<file path="config.mk">
export PLATFORM = sky130hd
export DESIGN_NAME = complex_butterfly_gf_accumulate
export DESIGN_NICKNAME = d
export VERILOG_FILES = /design/src/hdl/cbgf_pkg.sv /design/src/hdl/complex_butterfly_gf_accumulate.sv
export SDC_FILE = /design/constraint.sdc
export NUM_CORES = 1
export LEC_CHECK = 0
export ABC_AREA = 0
export BUFFER_PORTS_ARGS = -buffer_cell sky130_fd_sc_hd__clkbuf_2
export CORE_UTILIZATION = 55
export DETAILED_ROUTE_END_ITERATION = 8
export MAX_ROUTING_LAYER = met4
export PLACE_DENSITY_LB_ADDON = 0.25
export SETUP_SLACK_MARGIN = 0.05
export SYNTH_ARGS = -nofsm -noshare
export SYNTH_HDL_FRONTEND = slang
export SYNTH_SLANG_ARGS = --single-unit
export TNS_END_PERCENT = 10
</file>
<file path="constraint.sdc">
create_clock -name clock -period 4.69 [get_ports clock]
set_clock_uncertainty 0.15 [all_clocks]
set_input_delay 0.7035 -clock clock [delete_from_list [all_inputs] [get_ports clock]]
set_output_delay 0.7035 -clock clock [all_outputs]
set_load 0.01 [all_outputs]
</file>
<file path="src/hdl/cbgf_pkg.sv">
// Purpose: Shared constants for the butterfly and Galois accumulate unit.
// Assumes: Byte addresses on a 32-bit register bus, one word per register.
// Notes:   Every offset, register field position and status, control and interrupt reset value is named here once.
package cbgf_pkg;

  // Register map, byte addresses.
  localparam logic [5:0]  VREG_BASE_OFS = 6'h00;
  localparam logic [5:0]  VREG_LAST_OFS = 6'h1c;
  localparam logic [5:0]  STATUS_OFS    = 6'h20;
  localparam logic [5:0]  IRQ_STAT_OFS  = 6'h24;
  localparam logic [5:0]  IRQ_MASK_OFS  = 6'h28;
  localparam logic [5:0]  CTRL_OFS      = 6'h2c;

  // Fields of vector_status_reg.
  localparam int          ST_SAT        = 0;
  localparam int          ST_RND        = 1;
  localparam int          ST_COMPLEX_PACK_ORDER_SEL      = 2;
  localparam int          ST_REAL_OVERFLOW_FLAG       = 3;
  localparam int          ST_IMAG_OVERFLOW_FLAG       = 4;
  localparam int          ST_W          = 5;
  localparam logic [4:0]  STATUS_RST    = 5'h00;

  // Control register: the butterfly shift immediate.
  localparam int          CTRL_SHIFT    = 0;
  localparam logic [0:0]  CTRL_RST      = 1'h1;

  // Interrupt event bits.
  localparam int          EV_REAL_OVERFLOW_FLAG       = 0;
  localparam int          EV_IMAG_OVERFLOW_FLAG       = 1;
  localparam int          EV_BADOP      = 2;
  localparam int          EV_W          = 3;
  localparam logic [2:0]  IRQ_RST       = 3'h0;

  // Instruction encodings; the upper halfword sits in bits 31:16.
  localparam logic [15:0] BFLY_LSW      = 16'he2b0;
  localparam logic [7:0]  BFLY_MSW_TOP  = 8'h09;
  localparam logic [15:0] GFACC_LSW     = 16'he681;
  localparam logic [5:0]  GFACC_MSW_TOP = 6'h00;
  localparam int          GF_DST_LSB    = 7;
  localparam int          GF_SRC_LSB    = 4;

  // Signed 16-bit limits and the rounding increment.
  localparam logic [15:0] SAT_MAX       = 16'h7fff;
  localparam logic [15:0] SAT_MIN       = 16'h8000;
  localparam logic [15:0] RND_ONE       = 16'h0001;

  typedef enum logic [0:0] {
    BUS_IDLE = 1'b0,
    BUS_ACK  = 1'b1
  } bus_state_e;

endpackage : cbgf_pkg

</file>
<file path="src/hdl/complex_butterfly_gf_accumulate.sv">
// Purpose: Executes the final butterfly step with parallel word load and
//          the immediate Galois byte accumulate, in one cycle each.
// Assumes: The pipeline resolves the memory operand and presents it with
//          the instruction; bus registers are reached over Avalon-MM.
// Notes:   Vector registers and status are flip-flops readable by the bus.
//
// Summary of operation
// - Complex word holds imaginary in bits 31:16, real in bits 15:0.
// - Butterfly ignores the complex pack order select bit.
// - Butterfly-with-load decoded from fixed low halfword and fixed top byte.
// - Six/seven results from upper halves, each shifted by immediate.
// - Saturate enable clamps each sum or difference before shifting.
// - Round enable rounds shifted results; both enables independent.
// - Every right shift is arithmetic, copying the sign bit.
// - Addressed memory word loads into vector register zero alongside.
// - Overflow into a real half sets the real overflow flag.
// - Overflow into an imaginary half sets the imaginary overflow flag.
// - Butterfly and load finish in one cycle for the next instruction.
// - Accumulate decoded from fixed halfword; fields dest, source, imm.
// - Each set immediate bit XORs source byte i into destination byte.
// - Accumulate leaves every status flag unchanged.
// - Accumulate completes in one cycle.
//
// Implementation choices: the address map and the Avalon-MM register port.
`timescale 1ns/10ps
module complex_butterfly_gf_accumulate
  import cbgf_pkg::*;
(
  input  wire logic        clock,
  input  wire logic        rst_b,
  input  wire logic [5:0]  address,
  input  wire logic        read,
  input  wire logic        write,
  input  wire logic [31:0] writedata,
  input  wire logic [3:0]  byteenable,
  output logic      [31:0] readdata,
  output logic             waitrequest,
  input  wire logic        instr_valid,
  input  wire logic [31:0] instr_word,
  input  wire logic [31:0] word_mem_operand,
  output logic             instr_done,
  output logic             instr_bad,
  output logic      [7:0]  mem_addr,
  output logic             irq
);

  ////////////////////////////////////////////////////////////////////////////
  // State.
  logic [31:0]      vreg_q [8];
  logic [ST_W-1:0]  vector_status_reg;
  logic [EV_W-1:0]  irq_stat_q;
  logic [EV_W-1:0]  irq_mask_q;
  logic [0:0]       ctrl_q;
  bus_state_e       bus_q;
  logic [31:0]      readdata_q;
  logic             waitrequest_q;
  logic             done_q;
  logic             bad_q;
  logic [7:0]       mem_addr_q;
  logic             irq_q;

  ////////////////////////////////////////////////////////////////////////////
  // Instruction decode.
  logic [15:0]      lsw;
  logic [15:0]      msw;
  logic             bfly_go;
  logic             gf_go;
  logic [2:0]       gf_dst;
  logic [2:0]       gf_src;
  logic [3:0]       gf_imm;

  // Split the instruction into halfwords and match the two forms.
  assign lsw     = instr_word[15:0];
  assign msw     = instr_word[31:16];
  assign bfly_go = instr_valid && lsw == BFLY_LSW
                   && msw[15:8] == BFLY_MSW_TOP;
  assign gf_go   = instr_valid && lsw == GFACC_LSW
                   && msw[15:10] == GFACC_MSW_TOP;
  // Three-bit fields cannot reach register eight.
  assign gf_dst  = msw[GF_DST_LSB +: 3];
  assign gf_src  = msw[GF_SRC_LSB +: 3];
  assign gf_imm  = msw[3:0];

  ////////////////////////////////////////////////////////////////////////////
  // Butterfly lanes: 0 six low, 1 six high, 2 seven low, 3 seven high.
  logic [15:0]      lane_a   [4];
  logic [15:0]      lane_b   [4];
  logic             lane_sub [4];
  logic [16:0]      lane_sum [4];
  logic             lane_ovf [4];
  logic [15:0]      lane_sat [4];
  logic [15:0]      lane_shv [4];
  logic [15:0]      lane_res [4];
  logic             sat_en;
  logic             rnd_en;
  logic             shift_en;

  // Only imaginary halves feed the lanes; pack order select is not read.
  assign lane_a[0]   = vreg_q[0][31:16];
  assign lane_b[0]   = vreg_q[3][31:16];
  assign lane_sub[0] = 1'b0;
  assign lane_a[1]   = vreg_q[1][31:16];
  assign lane_b[1]   = vreg_q[2][31:16];
  assign lane_sub[1] = 1'b1;
  assign lane_a[2]   = vreg_q[0][31:16];
  assign lane_b[2]   = vreg_q[3][31:16];
  assign lane_sub[2] = 1'b1;
  assign lane_a[3]   = vreg_q[1][31:16];
  assign lane_b[3]   = vreg_q[2][31:16];
  assign lane_sub[3] = 1'b0;

  assign sat_en   = vector_status_reg[ST_SAT];
  assign rnd_en   = vector_status_reg[ST_RND];
  assign shift_en = ctrl_q[CTRL_SHIFT];

  // One adder, clamp, shifter and rounder per lane.
  for (genvar g = 0; g < 4; g++) begin : g_lane
    assign lane_sum[g] = lane_sub[g]
                       ? {lane_a[g][15], lane_a[g]} - {lane_b[g][15], lane_b[g]}
                       : {lane_a[g][15], lane_a[g]} + {lane_b[g][15], lane_b[g]};
    // Overflow is seen on the full-precision result.
    assign lane_ovf[g] = lane_sum[g][16] ^ lane_sum[g][15];
    assign lane_sat[g] = (sat_en && lane_ovf[g])
                       ? (lane_sum[g][16] ? SAT_MIN : SAT_MAX)
                       : lane_sum[g][15:0];
    assign lane_shv[g] = shift_en
                       ? {lane_sat[g][15], lane_sat[g][15:1]}
                       : lane_sat[g];
    // Round half up by adding back the bit shifted out.
    assign lane_res[g] = (rnd_en && shift_en && lane_sat[g][0])
                       ? lane_shv[g] + RND_ONE
                       : lane_shv[g];
  end

  logic ovf_real;
  logic ovf_imag;

  // Lanes 0 and 2 land in real halves, 1 and 3 in imaginary halves.
  assign ovf_real = bfly_go && (lane_ovf[0] || lane_ovf[2]);
  assign ovf_imag = bfly_go && (lane_ovf[1] || lane_ovf[3]);

  ////////////////////////////////////////////////////////////////////////////
  // Galois byte accumulate.
  logic [31:0] gf_dst_word;
  logic [31:0] gf_src_word;
  logic [7:0]  gf_acc;

  assign gf_dst_word = vreg_q[gf_dst];
  assign gf_src_word = vreg_q[gf_src];

  // Fold the selected source bytes into the destination low byte.
  always_comb begin
    gf_acc = gf_dst_word[7:0];
    for (int i = 0; i < 4; i++) begin
      if (gf_imm[i]) begin
        gf_acc = gf_acc ^ gf_src_word[8*i +: 8];
      end
    end
  end

  ////////////////////////////////////////////////////////////////////////////
  // Avalon-MM slave: one wait cycle, then a one-cycle acknowledge.
  logic        bus_req;
  logic        wr_go;
  logic [31:0] be_mask;
  logic [31:0] rd_mux;

  assign bus_req = read || write;
  assign wr_go   = write && bus_q == BUS_ACK;
  assign be_mask = {{8{byteenable[3]}}, {8{byteenable[2]}},
                    {8{byteenable[1]}}, {8{byteenable[0]}}};

  // Read multiplexer; unmapped addresses read as zero.
  always_comb begin
    rd_mux = 32'h0000_0000;
    if (address <= VREG_LAST_OFS) begin
      rd_mux = vreg_q[address[4:2]];
    end else if (address == STATUS_OFS) begin
      rd_mux = {27'h0000000, vector_status_reg};
    end else if (address == IRQ_STAT_OFS) begin
      rd_mux = {29'h00000000, irq_stat_q};
    end else if (address == IRQ_MASK_OFS) begin
      rd_mux = {29'h00000000, irq_mask_q};
    end else if (address == CTRL_OFS) begin
      rd_mux = {31'h00000000, ctrl_q};
    end
  end

  // Handshake sequencer; read data is captured during the wait cycle.
  always_ff @(posedge clock) begin
    if (!rst_b) begin
      bus_q         <= BUS_IDLE;
      waitrequest_q <= 1'b1;
      readdata_q    <= 32'h0000_0000;
    end else begin
      case (bus_q)
        BUS_IDLE: begin
          if (bus_req) begin
            bus_q         <= BUS_ACK;
            waitrequest_q <= 1'b0;
            readdata_q    <= read ? rd_mux : 32'h0000_0000;
          end
        end
        BUS_ACK: begin
          bus_q         <= BUS_IDLE;
          waitrequest_q <= 1'b1;
        end
        default: begin
          bus_q         <= BUS_IDLE;
          waitrequest_q <= 1'b1;
        end
      endcase
    end
  end

  ////////////////////////////////////////////////////////////////////////////
  // Vector registers; an instruction overrides a bus write in the same cycle.
  always_ff @(posedge clock) begin
    if (!rst_b) begin
      for (int r = 0; r < 8; r++) begin
        vreg_q[r] <= 32'h0000_0000;
      end
    end else begin
      if (wr_go && address <= VREG_LAST_OFS) begin
        vreg_q[address[4:2]] <= (vreg_q[address[4:2]] & ~be_mask)
                              | (writedata & be_mask);
      end
      if (bfly_go) begin
        vreg_q[6] <= {lane_res[1], lane_res[0]};
        vreg_q[7] <= {lane_res[3], lane_res[2]};
        vreg_q[0] <= word_mem_operand;
      end else if (gf_go) begin
        vreg_q[gf_dst][7:0] <= gf_acc;
      end
    end
  end

  ////////////////////////////////////////////////////////////////////////////
  // Status register; a new overflow wins over a write-one clear.
  always_ff @(posedge clock) begin
    if (!rst_b) begin
      vector_status_reg <= STATUS_RST;
    end else begin
      if (wr_go && address == STATUS_OFS && byteenable[0]) begin
        vector_status_reg[ST_SAT]   <= writedata[ST_SAT];
        vector_status_reg[ST_RND]   <= writedata[ST_RND];
        vector_status_reg[ST_COMPLEX_PACK_ORDER_SEL] <= writedata[ST_COMPLEX_PACK_ORDER_SEL];
        if (writedata[ST_REAL_OVERFLOW_FLAG]) begin
          vector_status_reg[ST_REAL_OVERFLOW_FLAG] <= 1'b0;
        end
        if (writedata[ST_IMAG_OVERFLOW_FLAG]) begin
          vector_status_reg[ST_IMAG_OVERFLOW_FLAG] <= 1'b0;
        end
      end
      // The accumulate path never reaches these assignments.
      if (ovf_real) begin
        vector_status_reg[ST_REAL_OVERFLOW_FLAG] <= 1'b1;
      end
      if (ovf_imag) begin
        vector_status_reg[ST_IMAG_OVERFLOW_FLAG] <= 1'b1;
      end
    end
  end

  ////////////////////////////////////////////////////////////////////////////
  // Interrupt status, mask and shift control.
  always_ff @(posedge clock) begin
    if (!rst_b) begin
      irq_stat_q <= IRQ_RST;
      irq_mask_q <= IRQ_RST;
      ctrl_q     <= CTRL_RST;
    end else begin
      if (wr_go && byteenable[0]) begin
        if (address == IRQ_STAT_OFS) begin
          irq_stat_q <= irq_stat_q & ~writedata[EV_W-1:0];
        end else if (address == IRQ_MASK_OFS) begin
          irq_mask_q <= writedata[EV_W-1:0];
        end else if (address == CTRL_OFS) begin
          ctrl_q <= writedata[0:0];
        end
      end
      if (ovf_real) begin
        irq_stat_q[EV_REAL_OVERFLOW_FLAG] <= 1'b1;
      end
      if (ovf_imag) begin
        irq_stat_q[EV_IMAG_OVERFLOW_FLAG] <= 1'b1;
      end
      if (instr_valid && !bfly_go && !gf_go) begin
        irq_stat_q[EV_BADOP] <= 1'b1;
      end
    end
  end

  ////////////////////////////////////////////////////////////////////////////
  // Completion pulses, operand address and interrupt line.
  always_ff @(posedge clock) begin
    if (!rst_b) begin
      done_q     <= 1'b0;
      bad_q      <= 1'b0;
      mem_addr_q <= 8'h00;
      irq_q      <= 1'b0;
    end else begin
      done_q <= bfly_go || gf_go;
      bad_q  <= instr_valid && !bfly_go && !gf_go;
      if (bfly_go) begin
        mem_addr_q <= msw[7:0];
      end
      irq_q  <= |(irq_stat_q & irq_mask_q);
    end
  end

  assign readdata    = readdata_q;
  assign waitrequest = waitrequest_q;
  assign instr_done  = done_q;
  assign instr_bad   = bad_q;
  assign mem_addr    = mem_addr_q;
  assign irq         = irq_q;

  logic st_wr;
  assign st_wr = wr_go && address == STATUS_OFS;
endmodule : complex_butterfly_gf_accumulate

</file>
* Yosys cells after proc, flatten, opt, wreduce, memory -nomap -nowiden
Memory sizes are Yosys's and may differ from the RTL's. Index checks and enable logic that the tools add are counted.
Operators by class: add/subtract/negate cells 8, order comparisons 1, eq/ne operators 12, multiplexer cells 60, bitwise operators 36, reductions and logical operators 50
Operator list (number):
- 32-bit two-way mux | 7
- 16-bit two-way mux | 12
- 16-bit by 1-bit adder with 16-bit output, second input constant | 4
- 32-bit AND | 2
- 32-bit OR reduction | 2
- 15-bit two-way mux | 4
- 16-bit by 16-bit adder with 17-bit output | 2
- 16-bit by 16-bit subtractor with 17-bit output | 2
- 16-bit == test, second input constant | 2
- 8-bit two-way mux | 4
- 32-bit inverter | 1
- 32-bit OR | 1
- 8-bit XOR | 4
- 6-bit == test, second input constant | 4
- 1-bit logical AND | 22
- 1-bit two-way mux | 21
- 2-bit nonzero test | 10
- 3-bit two-way mux | 6
- 2-bit AND reduction | 6
- 5-bit two-way mux | 2
- 1-bit AND | 9
- 3-bit == test, second input constant | 3
- 8-bit by 4-bit == test with 1-bit output, second input constant | 1
- 1-bit inverter | 8
- 16 further kinds | 28
Word-level totals: register bits after elaboration 57, bits in writable memories 256, input bits 111, output and inout bits 44, logic and storage cells 183, memories kept 1
Memories:
- vreg_q | words 8, bits a word 32, rd ports 7, clocked after memory_dff 0, wr ports 8, RTL line complex_butterfly_gf_accumulate.sv:49 | logic [31:0] vreg_q [8];

* Longest topological paths before layout
Gate-level depths: netlist (run 1).
depth after elaboration 14, depth in mapped cells 19, gate-level depth less buffers 18

* Worst setup path before layout (run 1)
Ideal clock, no wire load.
kind reg-to-reg, start point memory vreg_q[1][19], end point memory vreg_q[7][26] (data pin), setup time 0.275 ns, arrival time 3.811 ns, data required time 4.265 ns, setup slack 0.455 ns, cell stages (with the launch flop) 18, buffers on the path 2, clock period less this slack 4.235 ns, cell sequence edfxtp_1 ha_1 buf_6 nor2b_4 a2111o_1 a21o_1 or3_1 and4_4 or3_4 buf_6 and2_1 nor2_1 ha_1 inv_1 a211oi_2 and4_1 xnor2_1 o22ai_1
RTL lines (RTL line):
- from (decl) | complex_butterfly_gf_accumulate.sv:49

==> results.sh, run 1 <==
export IMPL_critPathArrivalTime_ns=4.68
export IMPL_timing_fmax_mhz=219.8
export IMPL_min_tclk_post_route_ns=4.549
export IMPL_grt_first_pass_wirelength_um=139000
export IMPL_die_width_um=211.8
export IMPL_worst_slew_pin_slew_ns=1.046
export IMPL_insertion_delay_ns=0.55
export IMPL_ant_nets=0
export IMPL_seq_area_frac_synth_pct=36.48
export IMPL_ir_worst_vdd_v=0.0003146
export IMPL_timing_worst_setup_path_type="reg -> reg"
export IMPL_placedCellCount=3209
export IMPL_synth_top_cells_by_count="sky130_fd_sc_hd__nor2_1 (290), sky130_fd_sc_hd__edfxtp_1 (256), sky130_fd_sc_hd__nand2_1 (215)"
export IMPL_setup_tns_ns=0
export IMPL_final_setup_viol_count=0
export IMPL_placement_rows=76
export IMPL_die_area_um2=44850
export IMPL_global_route_met1_utilization_pct=53.09
export IMPL_port_buffers=154
export IMPL_start_util_pct=55.94
export IMPL_crit_fanout=4
export IMPL_flip_flop_count_of_the_largest_register_after_layout=256
export IMPL_critical_path_startpoint_type="register"
export IMPL_post_synth_num_cell_types=98
export IMPL_num_vias=22940
export IMPL_num_io_pins=155
export IMPL_post_route_period_util_pct=96.99
export IMPL_cpMaxStageDelayCell="sky130_fd_sc_hd__edfxtp_1"
export IMPL_post_route_non_filler_standard_cell_count=3275
export IMPL_setup_reg_to_reg_worst_slack_ns=0.14
export IMPL_coreArea_um2=43270
export IMPL_global_route_overflow_total=0
export IMPL_gr_usage_met2_pct=67.55
export IMPL_dieHeight_um=211.8
export IMPL_final_setup_worst_slack_ns=0.1410
export IMPL_min_delay_path_class="in -> reg"
export IMPL_mappedNetlistNets=2639
export IMPL_syn2layout_area_growth_pct=14.68
export IMPL_netlist_instances=2456
export IMPL_detail_route_wirelength_um=96440
export IMPL_r2r_cells=15
export IMPL_final_layout_size_suffix_gt1_share_pct=24.20
export IMPL_cts_root_buffer_cell="sky130_fd_sc_hd__clkbuf_16"
export IMPL_cp_slowest_stage_delay_ns=0.49
export IMPL_finish_net_count=2846
export IMPL_first_global_vias=21890
export IMPL_crit_required_ns=4.82
export IMPL_synth_enable_flop_cells=256
export IMPL_grt_setup_unrepaired="yes"
export IMPL_number_of_hold_buffers_added_after_cts=0
export IMPL_netlist_area_um2=24200
export IMPL_mean_instance_size_in_the_synthesized_netlist_um2=9.855
export IMPL_grt_usage_pct=43.97
export IMPL_drt_pre_antenna_iters=6
export IMPL_synth_top_cells_by_area="sky130_fd_sc_hd__edfxtp_1 (32%), sky130_fd_sc_hd__mux4_2 (12%), sky130_fd_sc_hd__dfxtp_1 (4.7%), sky130_fd_sc_hd__nor2_1 (4.5%), sky130_fd_sc_hd__mux2_2 (3.6%)"
export IMPL_antenna_cells_inserted=0
export IMPL_finalWeightedCongestion=1.047
export IMPL_postLayoutCellArea_um2=27760
export IMPL_drc=0
export IMPL_worst_setup_path_end_kind="register"
export IMPL_clkSlewWorstSetupHoldPaths_ns=0.06
export IMPL_pin_count_of_the_biggest_net_entering_global_routing=67
export IMPL_cts_max_level=2
export IMPL_post_drt_via_cell_ratio=7.005
export IMPL_p_per_area_nw_per_um2=287.0
export IMPL_largest_register="vreg_q"
export IMPL_cp_cell_sequence="ha_1 -> or3_1 -> a2111oi_2 -> buf_4 -> o31a_1 -> o31ai_4 -> xor2_1 -> nand2_1 -> a21oi_1 -> ha_1 -> nand2_1 -> nor4_4 -> nor4b_2 -> xnor2_1 -> o22ai_1"
export IMPL_cts_tree="yes"
export IMPL_ys_ff_latch=313
export IMPL_slew_headroom_pct=30.25
export IMPL_number_of_antenna_violations_at_the_first_check_in_global_routing=0
export IMPL_maxSlewViolCount=0
export IMPL_postSynth_topFlopCell="sky130_fd_sc_hd__edfxtp_1"
export IMPL_cts_buffer_depth=3
export IMPL_placement_setup_worst_slack_ns=0.01388
export IMPL_post_dp_hpwl_um=73330
export IMPL_hold_viol_final=0
export IMPL_detail_route_wl_per_cell_um=29.45
export IMPL_dpl_instance_area_um2=26530
export IMPL_min_delay_path_depth=3
export IMPL_yosysTopAreaCell="sky130_fd_sc_hd__edfxtp_1"
export IMPL_first_iter_violations=3065
export IMPL_postLayoutCoreUtil_pct=64.15
export IMPL_run_status="finished clean"
export IMPL_cts_bufs_inserted=35
export IMPL_cap_viol_max_count=0
export IMPL_groute_layer_met3_usage_pct=8.485
export IMPL_yosys_cell_count_top_type="sky130_fd_sc_hd__nor2_1"
export IMPL_yosys_area_top_type_share_pct=31.76
export IMPL_yosysWarningCount=0
export IMPL_power_static_leakage_nw=10.61
export IMPL_asyncSetResetFlopFracSynth_pct=0
export IMPL_globalRoute_busiestLayer="met2"
export IMPL_tritoncts_num_sinks=313
area by class of cell:
class	count	area (um2)
clock inverters	19	210.2
flip-flops and latches	313	8830
multi-input cells	1895	14450
fillers	3531	15510
inverters	78	292.8
well taps	585	732.0
repair buffers	340	2275
clock buffers	45	965.9
path summary, 6_finish.rpt:
path                                            from            end
worst max-delay path                   vreg_q[0][20]  vreg_q[6][14]
worst min-delay path            word_mem_operand[13]  vreg_q[0][13]
worst max register to register         vreg_q[0][20]  vreg_q[6][14]
worst min register to register           mem_addr[3]    mem_addr[3]
metrics by stage:
| stage | power (W) | hold slack (ns) |
|---|---|---|
| floorplan | 0.004350 | 0.2989 |
| global placement | 0.005059 | 0.2889 |
| detailed placement | 0.005086 | 0.2955 |
| CTS | 0.007901 | 0.2669 |
| global route | 0.008159 | 0.2844 |
| finish | 0.007967 | 0.2810 |
worst max-delay path, delay by kind of cell, from the launching register on:
family,cells,cell delay (ns)
compound gates,5,1.12
flops,1,0.49
xor+xnor,2,0.38
fa+ha+maj,2,0.54
buf+inv,1,0.21
simple gates,5,1.37
power breakdown:
part	internal, W	switching (W)
Sequential	0.00309	0.0000804
Combinational	0.000746	0.00118
Clock	0.00169	0.00118
per-layer routing:
metal | wire [um] | share of wire (%)
met1 | 34770 | 36
met2 | 44060 | 46
met3 | 10430 | 11
met4 | 7182 | 7.4
met5 | 0 | 0
repair_timing:
action                                  4_1_cts  5_1_grt
endpoints found under the setup margin        1       19
buffers inserted                              0        2
gates resized for setup                       1        8
pin swaps                                     0        1
cells by family (layout without fill, tap and decap cells):
family / Yosys count / count (layout) / synth area share, %
buffers and inverters: 248 / 482 / 4.017
adders and majority gates: 72 / 72 / 3.846
AOI/OAI and AO/OA: 639 / 639 / 17.56
muxes: 280 / 280 / 18.66
and+or+nand+nor: 791 / 791 / 15.36
DFF: 313 / 313 / 36.48
xor gates and xnor gates: 113 / 113 / 4.089
layout by cell type, fill, tap and decap left out, drive strengths merged, types with 13 or more instances in the layout:
cell type  instances
nand3             46
xnor2             90
clkbuf           195
dfxtp             57
clkinv            14
nor2             291
nand2            215
a31oi             28
o211ai            14
xor2              23
a211oi            45
ha                68
a22oi             38
o31ai             15
a21o              25
and3              16
or3               15
edfxtp           256
o21a              20
nand2b            24
nor3              46
and2              25
o21ai            120
nor2b             29
mux2              79
nor4              13
mux4             129
a21oi            138
buf              190
o22ai             86
inv               79
nand4             18
mux2i             72
Power figures use the tool's default switching activity.
==> inputs of run 2 (changes only) <==
- BUFFER_PORTS_ARGS: -buffer_cell sky130_fd_sc_hd__clkbuf_2 -> not set
- DONT_BUFFER_PORTS: not set -> 1
==> run 2 against run 1 <==
Effect of this change:
- utilization shrank 2.8 points
- die area is the same
- critical path type unchanged
- combinational power shrank 15%
==> results.sh, run 2 (synthesized netlist as in run 1, its figures left out) <==
export IMPL_setup_tns_ns=0
export IMPL_placedCellCount=2996
export IMPL_die_width_um=211.8
export IMPL_ir_worst_vdd_v=0.0003045
export IMPL_maxSlewViolCount=0
export IMPL_worst_hold_startpoint="rst_b"
export IMPL_detail_route_wirelength_um=93280
export IMPL_worst_slew_pin_slew_ns=1.083
export IMPL_cp_cell_sequence="ha_1 -> buf_4 -> or2_1 -> or3_1 -> a31oi_1 -> nor3_1 -> and3_1 -> nor4b_4 -> and2_1 -> o21ai_0 -> o211a_1 -> o32ai_1"
export IMPL_final_layout_size_suffix_gt1_share_pct=17.88
export IMPL_crit_required_ns=4.81
export IMPL_r2r_cells=12
export IMPL_run_status="finished clean"
export IMPL_num_io_pins=155
export IMPL_flip_flop_count_of_the_largest_register_after_layout=256
export IMPL_global_route_overflow_total=0
export IMPL_final_setup_viol_count=0
export IMPL_holdPathEnd="ctrl_q"
export IMPL_placement_rows=76
export IMPL_setup_reg_to_reg_worst_slack_ns=0.15
export IMPL_largest_register="vreg_q"
export IMPL_post_drt_via_cell_ratio=7.118
export IMPL_ant_nets=0
export IMPL_slew_headroom_pct=25.76
export IMPL_cp_slowest_stage_delay_ns=0.52
export IMPL_post_route_non_filler_standard_cell_count=3065
export IMPL_p_per_area_nw_per_um2=290.5
export IMPL_critical_path_startpoint_type="register"
export IMPL_critical_path_n_buffers_inverters=1
export IMPL_cts_root_buffer_cell="sky130_fd_sc_hd__clkbuf_16"
export IMPL_filler_cell_count=3706
export IMPL_cts_bufs_inserted=37
export IMPL_drc=0
export IMPL_finish_net_count=2634
export IMPL_most_common_cell_after_layout_fill_and_taps_aside="sky130_fd_sc_hd__nor2_1"
export IMPL_min_delay_path_depth=1
export IMPL_mostFrequentLayoutCells="sky130_fd_sc_hd__nor2_1 (290), sky130_fd_sc_hd__edfxtp_1 (256), sky130_fd_sc_hd__nand2_1 (215)"
export IMPL_start_util_pct=55.94
export IMPL_coreArea_um2=43270
export IMPL_sequential_cell_area_um2=8830
export IMPL_hold_viol_final=0
export IMPL_cts_max_level=2
export IMPL_detail_route_wl_per_cell_um=30.44
export IMPL_post_dp_hpwl_um=68780
export IMPL_die_area_um2=44850
export IMPL_crit_fanout=12
export IMPL_worst_r2r_startpoint="vreg_q[1][25]"
export IMPL_drt_pre_antenna_iters=5
export IMPL_r2r_end="vreg_q[7][29]"
export IMPL_port_buffers=0
export IMPL_post_route_period_util_pct=96.73
export IMPL_hold_worst_slack_ns=0.1167
export IMPL_num_vias=21820
export IMPL_dieHeight_um=211.8
export IMPL_timing_worst_setup_path_type="reg -> reg"
export IMPL_finalWeightedCongestion=1.052
export IMPL_cpMaxStageDelayCell="sky130_fd_sc_hd__o32ai_1"
export IMPL_first_iter_violations=2847
export IMPL_syn2layout_area_growth_pct=9.636
export IMPL_grt_usage_pct=42.76
export IMPL_number_of_antenna_violations_at_the_first_check_in_global_routing=1
export IMPL_timing_fmax_mhz=220.4
export IMPL_cts_buffer_depth=3
export IMPL_min_tclk_post_route_ns=4.537
export IMPL_first_global_vias=20810
export IMPL_power_static_leakage_nw=9.661
export IMPL_grt_first_pass_wirelength_um=135700
export IMPL_tritoncts_num_sinks=313
export IMPL_min_delay_path_class="in -> reg"
export IMPL_cts_tree="yes"
export IMPL_multi_input_area_um2=14500
export IMPL_pin_count_of_the_biggest_net_entering_global_routing=80
export IMPL_insertion_delay_ns=0.57
export IMPL_cap_viol_max_count=0
export IMPL_overall_power_after_layout_w=0.007707
export IMPL_critPathArrivalTime_ns=4.65
export IMPL_number_of_hold_buffers_added_after_cts=0
export IMPL_critical_path_top_delay_family="simple AND/OR/NAND/NOR gates"
export IMPL_clkSlewWorstSetupHoldPaths_ns=0.06
export IMPL_worst_setup_path_end_kind="register"
export IMPL_grt_setup_unrepaired="no"
## run 2: cell count changes in the layout (fill, tap and decap cells not counted), sizes merged
| cell | delta |
|---|---|
| buf | -64 |
| bufinv | -1 |
| clkbuf | -148 |
| diode | +2 |
| inv | +1 |
## run 2: area by class of cell
class	count	area share [%]
inverter	78	1.103
clock buffer	47	3.744
antenna	2	0.01886
sequential	313	33.28
clock inverter	19	0.7403
tap	585	2.758
timing repair buffer	126	3.706
multi-input combinational	1895	54.65
## run 2: what timing repair did
item / in CTS / in global routing
buffers inserted: 0 / 1
endpoints found under the hold margin: 0 / 0
setup endpoints to repair: 1 / 28
pin swaps: 0 / 2
gates resized for setup: 1 / 13
## run 2: how the worst max path moves through the flow
stage / from / endpoint / slack [ns] / cells after the start
6_report: vreg_q[1][25] / vreg_q[7][29] / 0.15 / 12
5_1_grt: vreg_q[2][29] / vreg_q[6][30] / 0.05 / 14
4_1_cts: vreg_q[0][20] / vreg_q[6][14] / 0.07 / 15
3_5_place_dp: vreg_q[0][20] / vreg_q[6][14] / 0.06 / 15
3_3_place_gp: vreg_q[0][20] / vreg_q[6][14] / 0.15 / 15
2_1_floorplan: vreg_q[1][19] / vreg_q[7][26] / 0.45 / 17
## run 2: stage by stage
step,util (%),setup WS (ns),area [um2]
2_1_floorplan,-,0.4545,24200
3_3_place_gp,58.35,0.1503,25250
3_5_place_dp,58.35,0.06061,25250
4_1_cts,61.11,0.07079,26440
5_1_grt,61.32,0.05277,26530
6_report,61.33,0.1531,26540
## run 2: worst reg2reg max path, cell delays in order, from the launching register on
cell and delay (ns):
sky130_fd_sc_hd__edfxtp_1 0.51, sky130_fd_sc_hd__ha_1 0.41, sky130_fd_sc_hd__buf_4 0.20, sky130_fd_sc_hd__or2_1 0.33, sky130_fd_sc_hd__or3_1 0.34, sky130_fd_sc_hd__a31oi_1 0.44, sky130_fd_sc_hd__nor3_1 0.16, sky130_fd_sc_hd__and3_1 0.26
sky130_fd_sc_hd__nor4b_4 0.40, sky130_fd_sc_hd__and2_1 0.21, sky130_fd_sc_hd__o21ai_0 0.08, sky130_fd_sc_hd__o211a_1 0.24, sky130_fd_sc_hd__o32ai_1 0.52
## run 2: metal layers
| layer | GRT usage (%) | vias to the layer above | share of wire (%) |
|---|---|---|---|
| met5 | - | - | 0 |
| met4 | 23.99 | 0 | 6.3 |
| met3 | 7.655 | 303 | 9.6 |
| met2 | 67.25 | 1440 | 47 |
| met1 | 52.11 | 10740 | 37 |
| li1 | - | 9336 | - |
## run 2: power breakdown
part	leakage, nW	internal [W]	switching (W)	total, W
Sequential	3.10	0.00309	0.0000832	0.00318
Clock	0.585	0.00167	0.00123	0.00290
Combinational	5.97	0.000642	0.000988	0.00163
Total	9.66	0.00541	0.00230	0.00771
